[src/inc/usr_pkg.sv]
package usr_pkg;

  // timing
  localparam int CLK_HZ = 10_000_000;
  localparam int BAUD_DEFAULT = 9600;
  localparam int RT_PER_BIT_N = 16;
  localparam logic [15:0] RT_DIV_RESET = 16'(CLK_HZ / (BAUD_DEFAULT * RT_PER_BIT_N) - 1);

  // oversample positions inside one bit time
  localparam logic [4:0] RT_START_S1 = 5'h03;
  localparam logic [4:0] RT_START_S2 = 5'h05;
  localparam logic [4:0] RT_START_S3 = 5'h07;
  localparam logic [4:0] RT_BIT_S1 = 5'h08;
  localparam logic [4:0] RT_BIT_S2 = 5'h09;
  localparam logic [4:0] RT_BIT_S3 = 5'h0a;
  localparam logic [4:0] RT_BIT_LAST = 5'h10;
  localparam logic [4:0] RT_FIRST = 5'h01;

  // character shape
  localparam logic [3:0] LAST_BIT_8 = 4'h7;
  localparam logic [3:0] LAST_BIT_9 = 4'h8;
  localparam logic [7:0] IDLE_RT_8 = 8'(10 * RT_PER_BIT_N);
  localparam logic [7:0] IDLE_RT_9 = 8'(11 * RT_PER_BIT_N);

  // register offsets
  localparam logic [3:0] ADDR_CTRL = 4'h0;
  localparam logic [3:0] ADDR_BAUD = 4'h1;
  localparam logic [3:0] ADDR_STAT = 4'h2;
  localparam logic [3:0] ADDR_DATA = 4'h3;

  // control word fields
  localparam int CTRL_WAKE = 0;
  localparam int CTRL_IDLE_START = 1;
  localparam int CTRL_RXIE = 2;
  localparam int CTRL_IDLE_IE = 3;
  localparam int CTRL_CHAR9 = 4;
  localparam int CTRL_ENABLE = 5;
  localparam int CTRL_STANDBY = 6;
  localparam logic [5:0] CTRL_RESET = 6'h20;

  // status word fields
  localparam int STAT_FULL = 0;
  localparam int STAT_IDLE = 1;
  localparam int STAT_FRAME = 2;
  localparam int STAT_NOISE = 3;
  localparam int STAT_BUSY = 4;

  typedef enum logic [1:0] {
    ST_SEARCH = 2'b00,
    ST_START = 2'b01,
    ST_DATA = 2'b10,
    ST_STOP = 2'b11
  } usr_rx_state_t;

  function automatic logic [1:0] usr_ones3(input logic [2:0] v);
    usr_ones3 = {1'b0, v[0]} + {1'b0, v[1]} + {1'b0, v[2]};
  endfunction

  function automatic logic usr_vote3(input logic [2:0] v);
    usr_vote3 = usr_ones3(v) >= 2'h2;
  endfunction

  function automatic logic usr_noise3(input logic [2:0] v);
    usr_noise3 = (v != 3'h0) && (v != 3'h7);
  endfunction

endpackage

[src/rtl/usr_rx_top.sv]
// The plain strobed port and the address map were chosen for this implementation.
`timescale 1ns/100ps
// Overview of operation
// start accepted if two of samples 3/5/7 low
// one high start sample sets noise
// failed start verify restarts the search
// data bit is majority of samples 8/9/10
// disagreeing data samples set noise
// high late start samples only add noise
// stop majority low frames error, disagreement noise
// framing error posts with receive full
// break character sets framing error
// falling edges inside character resync counter
// sixteen ticks per bit, stop at tick ten
// one stop sample off noise, more framing
// standby suppresses receiver interrupt requests
// address mark wakes and sets full
// waking idle sets neither idle nor full
// idle count starts after start or stop
// standby set on idle line wakes
// full on transfer, irq when enabled
// idle after 10/11 high bits, irq enabled
// oversample clock is sixteen times baud
// start edge is low after three highs
// wake select one address, zero idle
// idle start select one stop, zero start
// noise accumulates, posts with receive full
module usr_rx_top import usr_pkg::*; (
  // clock and reset
  input wire logic clock_i,
  input wire logic rst_i,
  // serial line
  input wire logic rxd_i,
  // register port
  input wire logic [3:0] addr_i,
  input wire logic [15:0] wdata_i,
  input wire logic wr_i,
  input wire logic rd_i,
  output logic [15:0] rdata_o,
  // interrupt requests
  output logic rx_irq_o,
  output logic idle_irq_o
);
  usr_rx_state_t state_reg;
  logic rx;
  logic tick;
  logic [5:0] ctrl_reg;
  logic [15:0] baud_reg;
  logic rx_standby_ctrl_reg;
  logic [4:0] rt_cnt_reg;
  logic [4:0] rt_now;
  logic [2:0] hist_reg;
  logic [1:0] smp_reg;
  logic [2:0] vote_in;
  logic [3:0] bit_idx_reg;
  logic [8:0] shift_reg;
  logic last_bit_reg;
  logic rx_prev_reg;
  logic noise_acc_reg;
  logic [8:0] serial_data_buffer_reg;
  logic rx_full_flag_reg;
  logic framing_error_flag_reg;
  logic noise_flag_reg;
  logic idle_flag_reg;
  logic [7:0] idle_cnt_reg;
  logic line_idle_prev_reg;
  logic wake_sel;
  logic idle_count_start_sel;
  logic char9;
  logic rx_en;
  logic fall;
  logic resync;
  logic bit_end;
  logic start_check;
  logic decide;
  logic char_done;
  logic char_bit;
  logic accept;
  logic addr_wake;
  logic [7:0] idle_thr;
  logic line_idle;
  logic idle_evt;
  logic rd_stat;
  logic rd_data;

  assign wake_sel = ctrl_reg[CTRL_WAKE];
  assign idle_count_start_sel = ctrl_reg[CTRL_IDLE_START];
  assign char9 = ctrl_reg[CTRL_CHAR9];
  assign rx_en = ctrl_reg[CTRL_ENABLE];

  usr_sync2 u_sync (
    .clock_i(clock_i),
    .rst_i(rst_i),
    .d_i(rxd_i),
    .q_o(rx)
  );

  usr_rt_div u_div (
    .clock_i(clock_i),
    .rst_i(rst_i),
    .en_i(rx_en),
    .div_i(baud_reg),
    .tick_o(tick)
  );

  // sample decode on each oversample tick
  assign rt_now = rt_cnt_reg + RT_FIRST;
  assign vote_in = {smp_reg, rx};
  assign fall = tick && rx_prev_reg && !rx;
  // only a bit that decided high can be followed by a real edge
  assign resync = fall && last_bit_reg && (state_reg == ST_DATA || state_reg == ST_STOP) &&
                  (rt_now <= RT_START_S3 || rt_now > RT_BIT_S3);
  assign bit_end = tick && (rt_now == RT_BIT_LAST || (resync && rt_now > RT_BIT_S3));
  assign start_check = tick && state_reg == ST_START && rt_now == RT_START_S3;
  assign decide = tick && (state_reg == ST_DATA || state_reg == ST_STOP) && rt_now == RT_BIT_S3;
  assign char_done = decide && state_reg == ST_STOP;
  assign char_bit = usr_vote3(vote_in);
  assign addr_wake = rx_standby_ctrl_reg && wake_sel && shift_reg[8];
  assign accept = !rx_standby_ctrl_reg || addr_wake;

  // receive sequencer
  always_ff @(posedge clock_i) begin
    if (rst_i || !rx_en) begin
      state_reg <= ST_SEARCH;
      rt_cnt_reg <= 5'h00;
      bit_idx_reg <= 4'h0;
    end else if (tick) begin
      case (state_reg)
        ST_SEARCH: begin
          if (!rx && hist_reg == 3'h7) begin
            state_reg <= ST_START;
            rt_cnt_reg <= RT_FIRST;
          end
        end
        ST_START: begin
          if (start_check && usr_ones3(vote_in) >= 2'h2) begin
            state_reg <= ST_SEARCH;
            rt_cnt_reg <= 5'h00;
          end else if (rt_now == RT_BIT_LAST) begin
            state_reg <= ST_DATA;
            rt_cnt_reg <= 5'h00;
            bit_idx_reg <= 4'h0;
          end else begin
            rt_cnt_reg <= rt_now;
          end
        end
        ST_DATA: begin
          if (bit_end) begin
            rt_cnt_reg <= resync ? RT_FIRST : 5'h00;
            bit_idx_reg <= bit_idx_reg + 4'h1;
            if (bit_idx_reg == (char9 ? LAST_BIT_9 : LAST_BIT_8)) begin
              state_reg <= ST_STOP;
            end
          end else if (resync) begin
            rt_cnt_reg <= RT_FIRST;
          end else begin
            rt_cnt_reg <= rt_now;
          end
        end
        ST_STOP: begin
          if (char_done) begin
            state_reg <= ST_SEARCH;
            rt_cnt_reg <= 5'h00;
          end else if (resync) begin
            rt_cnt_reg <= RT_FIRST;
          end else begin
            rt_cnt_reg <= rt_now;
          end
        end
        default: begin
          state_reg <= ST_SEARCH;
          rt_cnt_reg <= 5'h00;
        end
      endcase
    end
  end

  // line history, sample pair and edge tracking
  always_ff @(posedge clock_i) begin
    if (rst_i || !rx_en) begin
      hist_reg <= 3'h0;
      smp_reg <= 2'h0;
      rx_prev_reg <= 1'b1;
      last_bit_reg <= 1'b0;
      shift_reg <= 9'h000;
    end else if (tick) begin
      rx_prev_reg <= rx;
      // cleared when leaving a character so three fresh highs are needed
      hist_reg <= (state_reg == ST_SEARCH) ? {hist_reg[1:0], rx} : 3'h0;
      if ((state_reg == ST_START &&
           (rt_now == RT_START_S1 || rt_now == RT_START_S2)) ||
          (state_reg != ST_SEARCH && (rt_now == RT_BIT_S1 || rt_now == RT_BIT_S2))) begin
        smp_reg <= {smp_reg[0], rx};
      end
      if (state_reg == ST_START) begin
        last_bit_reg <= 1'b0;
      end
      if (decide) begin
        last_bit_reg <= char_bit;
      end
      if (decide && state_reg == ST_DATA) begin
        shift_reg <= char9 ? {char_bit, shift_reg[8:1]} : {char_bit, shift_reg[8:1]};
      end
      if (state_reg == ST_START) begin
        shift_reg <= 9'h000;
      end
    end
  end

  // noise gathered over the whole character
  always_ff @(posedge clock_i) begin
    if (rst_i || !rx_en) begin
      noise_acc_reg <= 1'b0;
    end else if (tick) begin
      if (state_reg == ST_SEARCH) begin
        noise_acc_reg <= 1'b0;
      end else if (start_check && usr_ones3(vote_in) == 2'h1) begin
        noise_acc_reg <= 1'b1;
      end else if (state_reg == ST_START && rx &&
                   rt_now >= RT_BIT_S1 && rt_now <= RT_BIT_S3) begin
        noise_acc_reg <= 1'b1;
      end else if (decide && usr_noise3(vote_in)) begin
        noise_acc_reg <= 1'b1;
      end
    end
  end

  // received word and status flags; hardware set beats a read clear
  always_ff @(posedge clock_i) begin
    if (rst_i) begin
      serial_data_buffer_reg <= 9'h000;
      rx_full_flag_reg <= 1'b0;
      framing_error_flag_reg <= 1'b0;
      noise_flag_reg <= 1'b0;
    end else if (char_done && accept) begin
      serial_data_buffer_reg <= char9 ? shift_reg : {1'b0, shift_reg[8:1]};
      rx_full_flag_reg <= 1'b1;
      framing_error_flag_reg <= !char_bit;
      noise_flag_reg <= noise_acc_reg || usr_noise3(vote_in);
    end else if (rd_data) begin
      rx_full_flag_reg <= 1'b0;
      framing_error_flag_reg <= 1'b0;
      noise_flag_reg <= 1'b0;
    end
  end

  // idle run length in oversample ticks
  assign idle_thr = char9 ? IDLE_RT_9 : IDLE_RT_8;
  assign line_idle = idle_cnt_reg == idle_thr;
  assign idle_evt = line_idle && !line_idle_prev_reg;

  always_ff @(posedge clock_i) begin
    if (rst_i || !rx_en) begin
      idle_cnt_reg <= 8'h00;
      line_idle_prev_reg <= 1'b0;
    end else begin
      line_idle_prev_reg <= line_idle;
      if (tick) begin
        if (!rx || state_reg == ST_START ||
            (idle_count_start_sel && state_reg != ST_SEARCH)) begin
          idle_cnt_reg <= 8'h00;
        end else if (!line_idle) begin
          idle_cnt_reg <= idle_cnt_reg + 8'h01;
        end
      end
    end
  end

  // idle flag; a waking idle character leaves it clear
  always_ff @(posedge clock_i) begin
    if (rst_i) begin
      idle_flag_reg <= 1'b0;
    end else if (idle_evt && !rx_standby_ctrl_reg) begin
      idle_flag_reg <= 1'b1;
    end else if (rd_stat) begin
      idle_flag_reg <= 1'b0;
    end
  end

  // standby: a software write wins, the wake applies next cycle
  always_ff @(posedge clock_i) begin
    if (rst_i) begin
      rx_standby_ctrl_reg <= 1'b0;
    end else if (wr_i && addr_i == ADDR_CTRL) begin
      rx_standby_ctrl_reg <= wdata_i[CTRL_STANDBY];
    end else if (char_done && addr_wake) begin
      rx_standby_ctrl_reg <= 1'b0;
    end else if (rx_standby_ctrl_reg && !wake_sel && line_idle) begin
      rx_standby_ctrl_reg <= 1'b0;
    end
  end

  // configuration
  always_ff @(posedge clock_i) begin
    if (rst_i) begin
      ctrl_reg <= CTRL_RESET;
      baud_reg <= RT_DIV_RESET;
    end else if (wr_i) begin
      if (addr_i == ADDR_CTRL) begin
        ctrl_reg <= wdata_i[5:0];
      end
      if (addr_i == ADDR_BAUD) begin
        baud_reg <= wdata_i;
      end
    end
  end

  // read port, data in the following cycle only
  assign rd_stat = rd_i && addr_i == ADDR_STAT;
  assign rd_data = rd_i && addr_i == ADDR_DATA;

  always_ff @(posedge clock_i) begin
    if (rst_i || !rd_i) begin
      rdata_o <= 16'h0000;
    end else begin
      case (addr_i)
        ADDR_CTRL: rdata_o <= {9'h000, rx_standby_ctrl_reg, ctrl_reg};
        ADDR_BAUD: rdata_o <= baud_reg;
        ADDR_STAT: rdata_o <= {11'h000, state_reg != ST_SEARCH, noise_flag_reg,
                               framing_error_flag_reg, idle_flag_reg, rx_full_flag_reg};
        ADDR_DATA: rdata_o <= {7'h00, serial_data_buffer_reg};
        default: rdata_o <= 16'h0000;
      endcase
    end
  end

  // interrupt requests
  always_ff @(posedge clock_i) begin
    if (rst_i) begin
      rx_irq_o <= 1'b0;
      idle_irq_o <= 1'b0;
    end else begin
      rx_irq_o <= rx_full_flag_reg && ctrl_reg[CTRL_RXIE] && !rx_standby_ctrl_reg;
      idle_irq_o <= idle_flag_reg && ctrl_reg[CTRL_IDLE_IE] && !rx_standby_ctrl_reg;
    end
  end
endmodule // usr_rx_top

[src/rtl/usr_sync2.sv]
`timescale 1ns/100ps
module usr_sync2 (
  // clock and reset
  input wire logic clock_i,
  input wire logic rst_i,
  // line
  input wire logic d_i,
  output logic q_o
);
  logic meta_reg;

  // resets high: an idle serial line is high
  always_ff @(posedge clock_i) begin
    if (rst_i) begin
      meta_reg <= 1'b1;
      q_o <= 1'b1;
    end else begin
      meta_reg <= d_i;
      q_o <= meta_reg;
    end
  end
endmodule // usr_sync2

[src/rtl/usr_rt_div.sv]
`timescale 1ns/100ps
module usr_rt_div (
  // clock and reset
  input wire logic clock_i,
  input wire logic rst_i,
  // control
  input wire logic en_i,
  input wire logic [15:0] div_i,
  // oversample enable
  output logic tick_o
);
  logic [15:0] cnt_reg;

  // one pulse every div_i+1 clocks
  always_ff @(posedge clock_i) begin
    if (rst_i || !en_i) begin
      cnt_reg <= 16'h0000;
      tick_o <= 1'b0;
    end else if (cnt_reg >= div_i) begin
      cnt_reg <= 16'h0000;
      tick_o <= 1'b1;
    end else begin
      cnt_reg <= cnt_reg + 16'h0001;
      tick_o <= 1'b0;
    end
  end
endmodule // usr_rt_div

[config.mk]
export PLATFORM = sky130hd
export DESIGN_NAME = usr_rx_top
export DESIGN_NICKNAME = d
export VERILOG_FILES = /design/src/inc/usr_pkg.sv /design/src/rtl/usr_rx_top.sv /design/src/rtl/usr_sync2.sv /design/src/rtl/usr_rt_div.sv
export SDC_FILE = /design/constraint.sdc
export NUM_CORES = 1
export LEC_CHECK = 0
export ABC_AREA = 0
export BUFFER_PORTS_ARGS = -buffer_cell sky130_fd_sc_hd__buf_2
export CAP_MARGIN = 25
export CORE_MARGIN = 5
export CORE_UTILIZATION = 30
export DETAILED_ROUTE_END_ITERATION = 10
export GPL_ROUTABILITY_DRIVEN = 0
export GPL_TIMING_DRIVEN = 0
export PLACE_DENSITY_LB_ADDON = 0.1
export SYNTH_ARGS = -nofsm -noshare
export SYNTH_HDL_FRONTEND = slang
export SYNTH_HIERARCHICAL = 1
export SYNTH_SLANG_ARGS = --single-unit
[constraint.sdc]
create_clock -name clock_i -period 2.25 [get_ports clock_i]
set_clock_uncertainty 0.05 [all_clocks]
set_input_delay 0.1125 -clock clock_i [delete_from_list [all_inputs] [get_ports clock_i]]
set_output_delay 0.1125 -clock clock_i [all_outputs]
set_load 0.005 [all_outputs]
# ---- After elaboration in Yosys (flattened, before gate mapping)
# Index checks and enable logic that the tools add are counted.
dict set report totals {
  ff_bits 110
  out_inout_bits 18
}
dict set report classes {
  n_addsub 6
  order_cmp 6
  n_eq_ne 26
  muxes 44
  reduce_logical 80
}
# operator n
set op_table {}
lappend op_table {{16-bit case mux with 4 select lines} 1}
lappend op_table {{1-bit logical AND} 39}
lappend op_table {{5-bit 2-to-1 mux} 7}
lappend op_table {{9-bit 2-to-1 mux} 3}
lappend op_table {{5-bit case mux with 4 select lines} 1}
lappend op_table {{1-bit 2-to-1 mux} 17}
lappend op_table {{16-bit by 1-bit adder with 16-bit output, second input constant} 1}
lappend op_table {{16-bit >= comparator} 1}
lappend op_table {{4-bit 2-to-1 mux} 4}
lappend op_table {{8-bit 2-to-1 mux} 2}
lappend op_table {{2-bit AND reduction} 8}
lappend op_table {{5-bit by 4-bit == test with 1-bit output, second input constant} 3}
lappend op_table {{1-bit logical OR} 12}
lappend op_table {{2-bit 2-to-1 mux} 6}
lappend op_table {{2-bit nonzero test} 6}
lappend op_table {{5-bit by 3-bit == test with 1-bit output, second input constant} 2}
lappend op_table {{2-bit inequality test, second input constant} 5}
lappend op_table {{8-bit by 1-bit adder with 8-bit output, second input constant} 1}
lappend op_table {{4-bit by 2-bit == test with 1-bit output, second input constant} 2}
lappend op_table {{8-bit == test} 1}
lappend op_table {{2-bit case mux with 4 select lines} 1}
lappend op_table {{4-bit case mux with 2 select lines} 1}
lappend op_table {{1-bit logical NOT} 7}
lappend op_table {{3-bit inequality test, second input constant} 2}
lappend op_table {{25 further kinds} 29}

# ---- Longest topological paths before layout
# Gate-level depths: netlist of run 1.
dict set report logic_depth {
  ltp_word 10
  mapped_depth 10
}

# ---- Cells and area by module
# The synthesis of run 1 kept the hierarchy.
# module instances cells_per_inst area_each_um2
set by_module_without_submodules {}
lappend by_module_without_submodules {usr_rx_top 1 491 4256.6}
lappend by_module_without_submodules {usr_rt_div 1 131 1123.6}
lappend by_module_without_submodules {usr_sync2 1 4 52.6}

# ---- Least setup slack after synthesis of run 1
# Ideal clock, no wire load.
dict set report synth_timing {
  path_kind {flip-flop to flip-flop}
  startpoint {register rt_cnt_reg[0]}
  endpoint {register rt_cnt_reg[2]}
  arrival_time_ps 2240
  required_ps 2140
  setup_slack_ps -100
  path_stages_with_launch 11
  n_path_buf 1
  path_cell_list {dfxtp_1 -> buf_4 -> inv_1 -> ha_1 -> nor2b_1 -> a211oi_1 -> o211ai_1 -> a211oi_1 -> o21ai_2 -> a2111oi_0 -> a221o_1}
}
dict set report synth_between {
  elab_chain_cells 9
  elab_cells_between_ends 21
  classes_between {1 x add/sub; 2 x order compare; 3 x eq/ne; 6 x mux; 9 x reduce/logical}
}
# item line
set synth_rtl {}
lappend synth_rtl {{start: declaration} usr_rx_top.sv:50} ;# logic [4:0] rt_cnt_reg;
lappend synth_rtl {{start signal: assignment} usr_rx_top.sv:144} ;# rt_cnt_reg <= rt_now;
lappend synth_rtl {{start signal: assignment} usr_rx_top.sv:149} ;# rt_cnt_reg <= resync ? RT_FIRST : 5'h00;
lappend synth_rtl {{start signal: assignment} usr_rx_top.sv:157} ;# rt_cnt_reg <= rt_now;
lappend synth_rtl {{5-bit by 1-bit adder with 5-bit output *} usr_rx_top.sv:107} ;# assign rt_now = rt_cnt_reg + RT_FIRST;
lappend synth_rtl {{5-bit by 3-bit <= comparator with 1-bit output or 5-bit by 4-bit greater-than comparator with 1-bit output (tied branches)} {usr_rx_top.sv:112, usr_rx_top.sv:113}}
lappend synth_rtl {{1-bit logical OR} usr_rx_top.sv:112} ;# (rt_now <= RT_START_S3 || rt_now > RT_BIT_S3);
lappend synth_rtl {{1-bit logical AND} usr_rx_top.sv:111} ;# assign resync = fall && last_bit_reg && (state_reg == ST_DATA || state_reg == ST_STOP) &&
lappend synth_rtl {{1-bit logical AND} usr_rx_top.sv:113} ;# assign bit_end = tick && (rt_now == RT_BIT_LAST || (resync && rt_now > RT_BIT_S3));
lappend synth_rtl {{1-bit logical OR} usr_rx_top.sv:113}
lappend synth_rtl {{1-bit logical AND} usr_rx_top.sv:113}
lappend synth_rtl {{5-bit 2-to-1 mux} usr_rx_top.sv:148} ;# if (bit_end) begin
lappend synth_rtl {{5-bit case mux with 4 select lines *} usr_rx_top.sv:128} ;# case (state_reg)
# Every way passes the cells marked *; elsewhere a longest branch is shown, timed or not.
# A chain may end at the register's enable or synchronous reset.

# ---- Worst setup path in the final report of run 1
dict set report layout_timing {
  startpoint {register rt_cnt_reg[0]}
  endpoint {register rt_cnt_reg[1]}
}
# The elaborated chain is that of the path after synthesis.

==> results.cfg, run 1 <==
[layout]
area_growth_syn_to_layout_pct = 24.5
diodes = 0
fillers = 1837
drive_above_1_share_pct = 22.5
multi_input_area_um2 = 3190
fin_util_pct = 37.8
final_cell_count_no_fill = 945
finalNetCount = 761
seq_area_um2 = 2210

[yosys]
synthTopCellsByCount = dfxtp_1 (110), nand2_1 (80), nor2_1 (63), a21oi_1 (53), inv_1 (32)
synth_top_flop_cell = dfxtp_1
yosysMostFrequentCell = dfxtp_1
synth_area_um2 = 5430
muxShareOfSynthArea_pct = 6.33
synth_fa_ha_area_share_pct = 5.90
yosysUniqueCellTypes = 68
yosysSeqAreaShare_pct = 40.5
synth_edf_count = 0
synth_compound_area_share_pct = 13.2
synth_top_family_by_area = simple AND/OR/NAND/NOR gates
async_reset_ff_share_pct = 0
ys_ff_latch = 110
netlist_instances = 626
synth_area_leader_cell = dfxtp_1
yosys-top-cells-area = dfxtp_1 (41%), ha_1 (5.5%), nand2_1 (5.5%)
avgSynthCellArea_um2 = 8.68
yosys_warnings = 6
syn_nets = 676
synth_top_area_share_pct = 40.5
yosys.area_share.simple_pct = 24.8
synth-xor-area-share_pct = 4.54

[min_path]
min_path_cells = 2
min_to = u_sync/q_o
worstHoldStart = rst_i
hold_class = in2reg

[worst_setup_path]
crit_chain = buf_6, inv_4, ha_4, nor2b_4, a211oi_2, o211ai_1, buf_4, a211oi_4, o21ai_4, buf_4, nand2_1, a32o_1
worst-r2r-cell-count = 12
start_kind = register
end_kind = register
crit_type = reg2reg
slowest_delay_ns = 0.37
reg2reg_from = rt_cnt_reg[0]
rrSetupSlack_ns = -0.08
cp.required_ns = 2.44
crit_slowest_cell = dfxtp_4
worstPathMaxFanout = 5
reg2reg_to = rt_cnt_reg[1]
crit_arrival_ns = 2.53
crit_top_cell = buf_4

[global_route]
grt_max_degree = 18
grt-ovfl-total = 0
grt_pass1_wl_um = 24300
antenna_found_initial = 0
first_global_vias = 4697
grt_usage_pct = 14.7

[pwr]
totalPowerFinal_mw = 3.68
power_density_nw_per_um2 = 544
p_leak_nw = 2.44
irDropWorstVdd_uv = 339

[sta]
slew-limit-headroom_pct = 40.7
period_share_pct = 104
rsz0062_at_grt = true
fmax_ghz = 0.429
drv_slew = 0
setup_viol = 8
setup_ws_ns = -0.0814
fin_crit_ns = 2.33
hold_violations = 0
tns_ns = -0.276
tightest_slew_ns = 0.884

[clock_tree]
clkSlewWorstSetupHoldPaths_ns = 0.07
clockBufferDepth = 2
htreeDepth = 3
clkSinkCount = 110
clk_latency_ns = 0.36
clockRootBuffer = clkbuf_16
cts_tree = done
numCtsBuffers = 9

[status]
status = finished with violations
violations = negative setup slack

[placement]
dp_slack_ns = -0.435
portBuffers = 41
place_inst = 896
dpl.hpwl_um = 10700

[detailed_routing]
wl_per_cell_um = 15.4
num_vias = 4633
drtIter0Drc = 248
viasPerCell = 4.90
ant_nets = 0
drt-pass1-iter-count = 4
drc_errors = 0
drt-total-wl_um = 14600

[die]
die_h_um = 145
core_area_um2 = 17900
rows = 49
pin_count = 43
die_w_um = 145
start_util_pct = 30.3
dieArea_um2 = 20900

[run]
cap_violations = 0
## cells in the final DEF, fill, tap and decap left out, types with 6 or more instances in the layout
master / Yosys / layout
o21ai_0: 9 / 9
dlygate4sd3_1: 0 / 17
buf_2: 3 / 42
nand3_1: 31 / 30
dfxtp_1: 110 / 107
clkbuf_1: 17 / 13
nand4_1: 12 / 12
a21oi_1: 53 / 49
and2_1: 10 / 9
ha_1: 24 / 22
xor2_1: 11 / 10
xnor2_1: 14 / 13
buf_4: 5 / 19
nor2_2: 10 / 11
nor2b_1: 14 / 11
nor3_1: 9 / 7
mux2i_1: 22 / 22
nor2_1: 63 / 62
nand2_1: 80 / 78
clkbuf_16: 0 / 9
inv_1: 32 / 31
buf_6: 1 / 6
a211oi_2: 9 / 10
## worst max-delay path: cells and delay by family (launching register included)
family | cells | cell delay (ns)
AO/OA/AOI/OAI | 5 | 0.80
buffers and inverters | 4 | 0.49
AND/OR/NAND/NOR | 2 | 0.23
flip-flops | 1 | 0.37
adder cells (fa/ha/maj) | 1 | 0.27
## cell families (layout without fill, tap and decap cells)
group,after synthesis,count (layout)
buffers and inverters,60,150
multiplexers,28,28
adder cells (fa/ha/maj),25,25
flip-flops,110,110
AND/OR/NAND/NOR,269,269
AO/OA/AOI/OAI,108,108
XOR/XNOR,26,26
## worst max-delay path by stage
stage,from,endpoint,slack (ns),cells past startpoint
floorplan,rt_cnt_reg[0],rt_cnt_reg[2],0.02,9
CTS,rt_cnt_reg[0],rt_cnt_reg[2],-0.04,10
detailed placement,rt_cnt_reg[1],serial_data_buffer_reg[6],-0.43,9
finish,rt_cnt_reg[0],rt_cnt_reg[1],-0.08,12
global placement,rt_cnt_reg[1],rt_cnt_reg[2],-0.37,8
global route,rt_cnt_reg[0],rt_cnt_reg[2],-0.19,11
## repair_timing
item	CTS	global route
endpoints found under the hold margin	23	0
pin swaps	11	9
gates cloned	1	0
resized for setup	28	29
setup buffers	15	5
endpoints found under the setup margin	36	48
hold buffers	17	0
## area by class of cell
class	count	area share (%)
Clock inverter	6	0.536
Buffer	24	2.09
Timing Repair Buffer	78	7.88
Inverter	32	1.81
Sequential cell	110	32.7
Clock buffer	10	3.53
Tap cell	229	4.24
Multi-Input combinational cell	456	47.2
## power breakdown
| group | switching [mW] | internal, mW | leakage [nW] | total [mW] |
|---|---|---|---|---|
| Clock | 0.736 | 0.778 | 0.138 | 1.51 |
| Sequential | 0.0152 | 1.96 | 0.889 | 1.97 |
| Combinational | 0.111 | 0.0792 | 1.42 | 0.190 |
| Total | 0.862 | 2.81 | 2.44 | 3.68 |
## layer usage
metal / GRT usage [%] / part of all wire (%)
met5: 0 / 0
met4: 5.06 / 1.9
met3: 2.58 / 2.7
met2: 24.2 / 48
met1: 19.3 / 48
## metrics by stage
| step | hold WS, ns | cell area [um2] |
|---|---|---|
| 4_1_cts | 0.0455 | 6620 |
| 3_5_place_dp | 0.248 | 5940 |
| 6_report | 0.0445 | 6760 |
| 3_3_place_gp | 0.246 | 5940 |
| 2_1_floorplan | 0.160 | 5450 |
| 5_1_grt | 0.0500 | 6760 |
(Power assumes the default switching activity.)
==> run 2, diff against run 1 <==
--- a/config.mk
+++ b/config.mk
@@ -14,6 +14,8 @@
 export GPL_ROUTABILITY_DRIVEN = 0
 export GPL_TIMING_DRIVEN = 0
 export PLACE_DENSITY_LB_ADDON = 0.1
+export RECOVER_POWER = 50
+export SETUP_SLACK_MARGIN = 0.15
 export SYNTH_ARGS = -nofsm -noshare
 export SYNTH_HDL_FRONTEND = slang
 export SYNTH_HIERARCHICAL = 1
==> constraint.sdc (replaced) <==
create_clock -name clock_i -period 2.25 [get_ports clock_i]
set_clock_uncertainty 0.05 [all_clocks]
set_input_delay 0.1125 -clock clock_i [delete_from_list [all_inputs] [get_ports clock_i]]
set_output_delay 0.1125 -clock clock_i [all_outputs]
set_load 0.1 [all_outputs]
==> results.cfg, run 2 (same netlist as run 1, synthesis figures left out) <==
[worst_setup_path]
start_kind = register
worstPathMaxFanout = 5
cp.required_ns = 2.50
startpoint = rt_cnt_reg[0]
crit_type = reg2reg
end_kind = register
reg2reg_from = rt_cnt_reg[0]
crit_arrival_ns = 2.56

[sta]
tightest_slew_ns = 1.23
fmax_ghz = 0.434
tns_ns = -0.197
rsz0062_at_grt = true
drv_slew = 0
period_share_pct = 103
setup_ws_ns = -0.0565
setup_viol = 9
fin_crit_ns = 2.31
slew-limit-headroom_pct = 18.6
hold_violations = 0

[clock_tree]
cts_tree = done
clk_latency_ns = 0.36
numCtsBuffers = 9
htreeDepth = 3
clkSlewWorstSetupHoldPaths_ns = 0.07
clkSinkCount = 110
clockBufferDepth = 2
clockRootBuffer = clkbuf_16

[layout]
fin_util_pct = 38.7
design_area_um2 = 6940
drive_above_1_share_pct = 24.4
area_growth_syn_to_layout_pct = 27.7
finalNetCount = 771
final_cell_count_no_fill = 954
fillers = 1860
layout_commonest_cell = dfxtp_1
layout_common_cells = dfxtp_1 (107), nand2_1 (69), nor2_1 (60)
diodes = 0

[pwr]
irDropWorstVdd_uv = 362
power.switching_mw = 0.883
sw_frac_of_total_pct = 23.9
totalPowerFinal_mw = 3.70
p_seq_share_pct = 53.3
p_comb_share_pct = 5.3
clkPwrFrac_pct = 41.4
p_leak_nw = 2.47
p_int_mw = 2.82
power_density_nw_per_um2 = 533

[global_route]
antenna_found_initial = 0
first_global_vias = 4593
grt_usage_pct = 14.5
grt_pass1_wl_um = 23700
grt-ovfl-total = 0
grt_max_degree = 18

[die]
pin_count = 43
die_w_um = 145
die_h_um = 145
start_util_pct = 30.3
rows = 49
dieArea_um2 = 20900
core_area_um2 = 17900

[detailed_routing]
num_vias = 4609
drc_errors = 0
drtIter0Drc = 130
drt-pass1-iter-count = 6
ant_nets = 0
viasPerCell = 4.83
drt-total-wl_um = 14700
wl_per_cell_um = 15.4

[run]
cap_violations = 0

[status]
status = finished with violations
violations = negative setup slack

[placement]
dpl_cell_area_um2 = 5970
place_inst = 896
dpl.hpwl_um = 10700
portBuffers = 41

[min_path]
hold_class = in2reg
worstHoldStart = rst_i
## run 2: cell type report
type / count / area [um2] / share of cell area (%)
multi-input combinational: 456 / 3290 / 47.4
sequential: 110 / 2210 / 31.9
timing repair buffer: 84 / 571 / 8.23
tap: 229 / 287 / 4.13
clock buffer: 10 / 239 / 3.45
buffer: 28 / 183 / 2.63
inverter: 32 / 125 / 1.80
clock inverter: 5 / 35.0 / 0.505
## run 2: metal layers
layer	track usage [%]	part of all wire [%]	up-vias
li1	-	-	2351
met1	19.0	48	2195
met2	23.9	49	46
met3	2.45	1.8	17
met4	5.20	1.9	0
met5	0	0	-
## run 2: stage by stage
step / setup slack, ns / hold slack [ns]
6_report: -0.0565 / 0.0447
5_1_grt: -0.166 / 0.0709
2_1_floorplan: 0.101 / 0.160
4_1_cts: -0.0825 / 0.0447
3_3_place_gp: -0.258 / 0.248
3_5_place_dp: -0.286 / 0.254
## run 2: worst max-delay path, stage by stage (launching register included)
cell,delay (ns)
dfxtp_4,0.37
buf_8,0.12
inv_6,0.03
ha_4,0.23
nor2b_4,0.14
a211oi_2,0.13
o211ai_1,0.10
buf_4,0.17
a211oi_4,0.26
o21ai_4,0.14
buf_4,0.16
a221oi_2,0.23
a21o_1,0.11
## run 2: timing repair
item / CTS / global route
gates cloned: 2 / 0
pin swaps: 23 / 17
gates resized for setup: 50 / 43
setup buffers: 13 / 11
hold buffers: 17 / 0
endpoints found under the hold margin: 22 / 0
endpoints found under the setup margin: 48 / 61
## run 2: path summary, 6_finish.rpt
| path | endpoint | slack, ns | cells past startpoint |
|---|---|---|---|
| worst max-delay path | rt_cnt_reg[3] | -0.06 | 12 |
| worst min-delay path | u_sync/q_o | 0.04 | 2 |
| worst max register to register | rt_cnt_reg[3] | -0.06 | 12 |
| worst min register to register | u_sync/q_o | 0.37 | 1 |
## run 2: power groups by stage
stage	Clock (mW)	Combinational (mW)	Sequential, mW
floorplan	0	0.104	2.02
global placement	0	0.170	2.02
detailed placement	0	0.172	2.02
CTS	1.58	0.198	1.97
global route	1.67	0.222	1.97
finish	1.53	0.197	1.97
==> run 3, diff against run 2 <==
--- a/config.mk
+++ b/config.mk
@@ -9,10 +9,9 @@
 export BUFFER_PORTS_ARGS = -buffer_cell sky130_fd_sc_hd__buf_2
 export CAP_MARGIN = 25
 export CORE_MARGIN = 5
-export CORE_UTILIZATION = 30
+export CORE_UTILIZATION = 50
 export DETAILED_ROUTE_END_ITERATION = 10
 export GPL_ROUTABILITY_DRIVEN = 0
-export GPL_TIMING_DRIVEN = 0
 export PLACE_DENSITY_LB_ADDON = 0.1
 export RECOVER_POWER = 50
 export SETUP_SLACK_MARGIN = 0.15
@@ -20,3 +19,4 @@
 export SYNTH_HDL_FRONTEND = slang
 export SYNTH_HIERARCHICAL = 1
 export SYNTH_SLANG_ARGS = --single-unit
+export TNS_END_PERCENT = 1
==> results.cfg, run 3 (same netlist as run 1, synthesis figures left out) <==
[die]
die_w_um = 114
die_h_um = 114
core_area_um2 = 10700
rows = 38
dieArea_um2 = 13000
start_util_pct = 50.6
pin_count = 43

[placement]
portBuffers = 42
dpl.hpwl_um = 9360
dpl_cell_area_um2 = 5970
dp_slack_ns = -0.0117

[run]
cap_violations = 0

[clock_tree]
clockRootBuffer = clkbuf_8
clkSinkCount = 110
clk_latency_ns = 0.37
numCtsBuffers = 9
clockBufferDepth = 2
cts_tree = done
clkSlewWorstSetupHoldPaths_ns = 0.10
htreeDepth = 3

[detailed_routing]
drtIter0Drc = 206
drt-total-wl_um = 12900
ant_nets = 0
drc_errors = 0
wl_per_cell_um = 15.1
num_vias = 4527
drt-pass1-iter-count = 4
viasPerCell = 5.33

[sta]
rsz0062_at_grt = true
slew-limit-headroom_pct = 19.3
fmax_ghz = 0.456
fin_crit_ns = 2.19
hold_slack_ns = 0.0710
setup_viol = 0
period_share_pct = 97.4
hold_violations = 0
tns_ns = 0
tightest_slew_ns = 1.22
drv_slew = 0
setup_ws_ns = 0.0583

[layout]
diodes = 0
finalNetCount = 754
design_area_um2 = 6610
fin_util_pct = 61.5
fillers = 969
area_growth_syn_to_layout_pct = 21.6
layout_common_cells = dfxtp_1 (106), nand2_1 (78), nor2_1 (54)
drive_above_1_share_pct = 22.0
layout_commonest_cell = dfxtp_1

[global_route]
first_global_vias = 4386
grt-ovfl-total = 0
grt_max_degree = 26
grt_pass1_wl_um = 21100
antenna_found_initial = 0
grt_usage_pct = 19.9

[worst_setup_path]
crit_top_cell = a21oi_2
critical-path-top-delay-family = compound AO/OA/AOI/OAI gates
slowest_delay_ns = 0.40
crit_type = reg2reg
worstPathMaxFanout = 5
start_kind = register
cp.required_ns = 2.47
crit_arrival_ns = 2.41
crit_slowest_cell = dfxtp_4
crit_chain = ha_4, nand3_4, xnor2_4, nor4_4, a21oi_2, o21ai_4, a21oi_2, a221o_1
end_kind = register
critPathBufInv = 0

[min_path]
hold_class = in2reg

[pwr]
clkPwrFrac_pct = 36.0
sw_frac_of_total_pct = 23.4
power_density_nw_per_um2 = 511
irDropWorstVdd_uv = 322
power.switching_mw = 0.791
p_int_mw = 2.59
p_leak_nw = 2.35
p_seq_share_pct = 58.4
p_comb_share_pct = 5.6

[status]
status = completed
==> run 3: timing repair <==
action | in CTS | in global routing
setup buffers | 4 | 1
pin swaps | 10 | 35
hold buffers | 17 | 0
gates resized for setup | 12 | 52
hold endpoints to repair | 23 | 0
endpoints found under the setup margin | 29 | 37
==> run 3: worst paths after layout <==
path | end | depth (start not counted) | startpoint | slack (ns)
worst max-delay path | rt_cnt_reg[2] | 8 | rt_cnt_reg[0] | 0.06
worst min-delay path | idle_flag_reg | 4 | rd_i | 0.07
worst max register to register | rt_cnt_reg[2] | 8 | rt_cnt_reg[0] | 0.06
worst min register to register | u_sync/q_o | 1 | u_sync/meta_reg | 0.37
==> run 3: final cells by class <==
type	instances	area (um2)	share of cell area, %
sequential	110	2210	33.5
inverter	32	123	1.86
tap	140	175	2.65
clock inverter	5	58.8	0.890
timing repair buffer	95	653	9.88
clock buffer	11	141	2.14
multi-input combinational	456	3250	49.1
==> run 3: power groups by stage <==
| stage | sequential, mW | combinational, mW | clock, mW |
|---|---|---|---|
| 2_1_floorplan | 2.02 | 0.104 | 0 |
| 3_3_place_gp | 2.02 | 0.166 | 0 |
| 3_5_place_dp | 2.02 | 0.168 | 0 |
| 4_1_cts | 1.97 | 0.191 | 1.25 |
| 5_1_grt | 1.97 | 0.211 | 1.32 |
| 6_report | 1.97 | 0.190 | 1.21 |
==> run 3: per-layer routing <==
metal	GRT usage [%]	vias to the layer above	wire length (um)
li1	-	2302	-
met1	26.0	2129	5930
met2	33.5	72	6260
met3	3.01	24	375
met4	7.13	0	299
met5	0	-	0
==> run 3: metrics by stage <==
step / std cells / power, mW
global route: 849 / 3.51
finish: 849 / 3.38
CTS: 848 / 3.41
global placement: 811 / 2.18
detailed placement: 811 / 2.19
floorplan: 626 / 2.12
==> run 3: worst reg2reg max path, cell delays in order, from the launching register on <==
cell and delay, ns:
dfxtp_4 0.40, ha_4 0.18, nand3_4 0.10, xnor2_4 0.16, nor4_4 0.40, a21oi_2 0.14, o21ai_4 0.25, a21oi_2 0.10
a221o_1 0.31
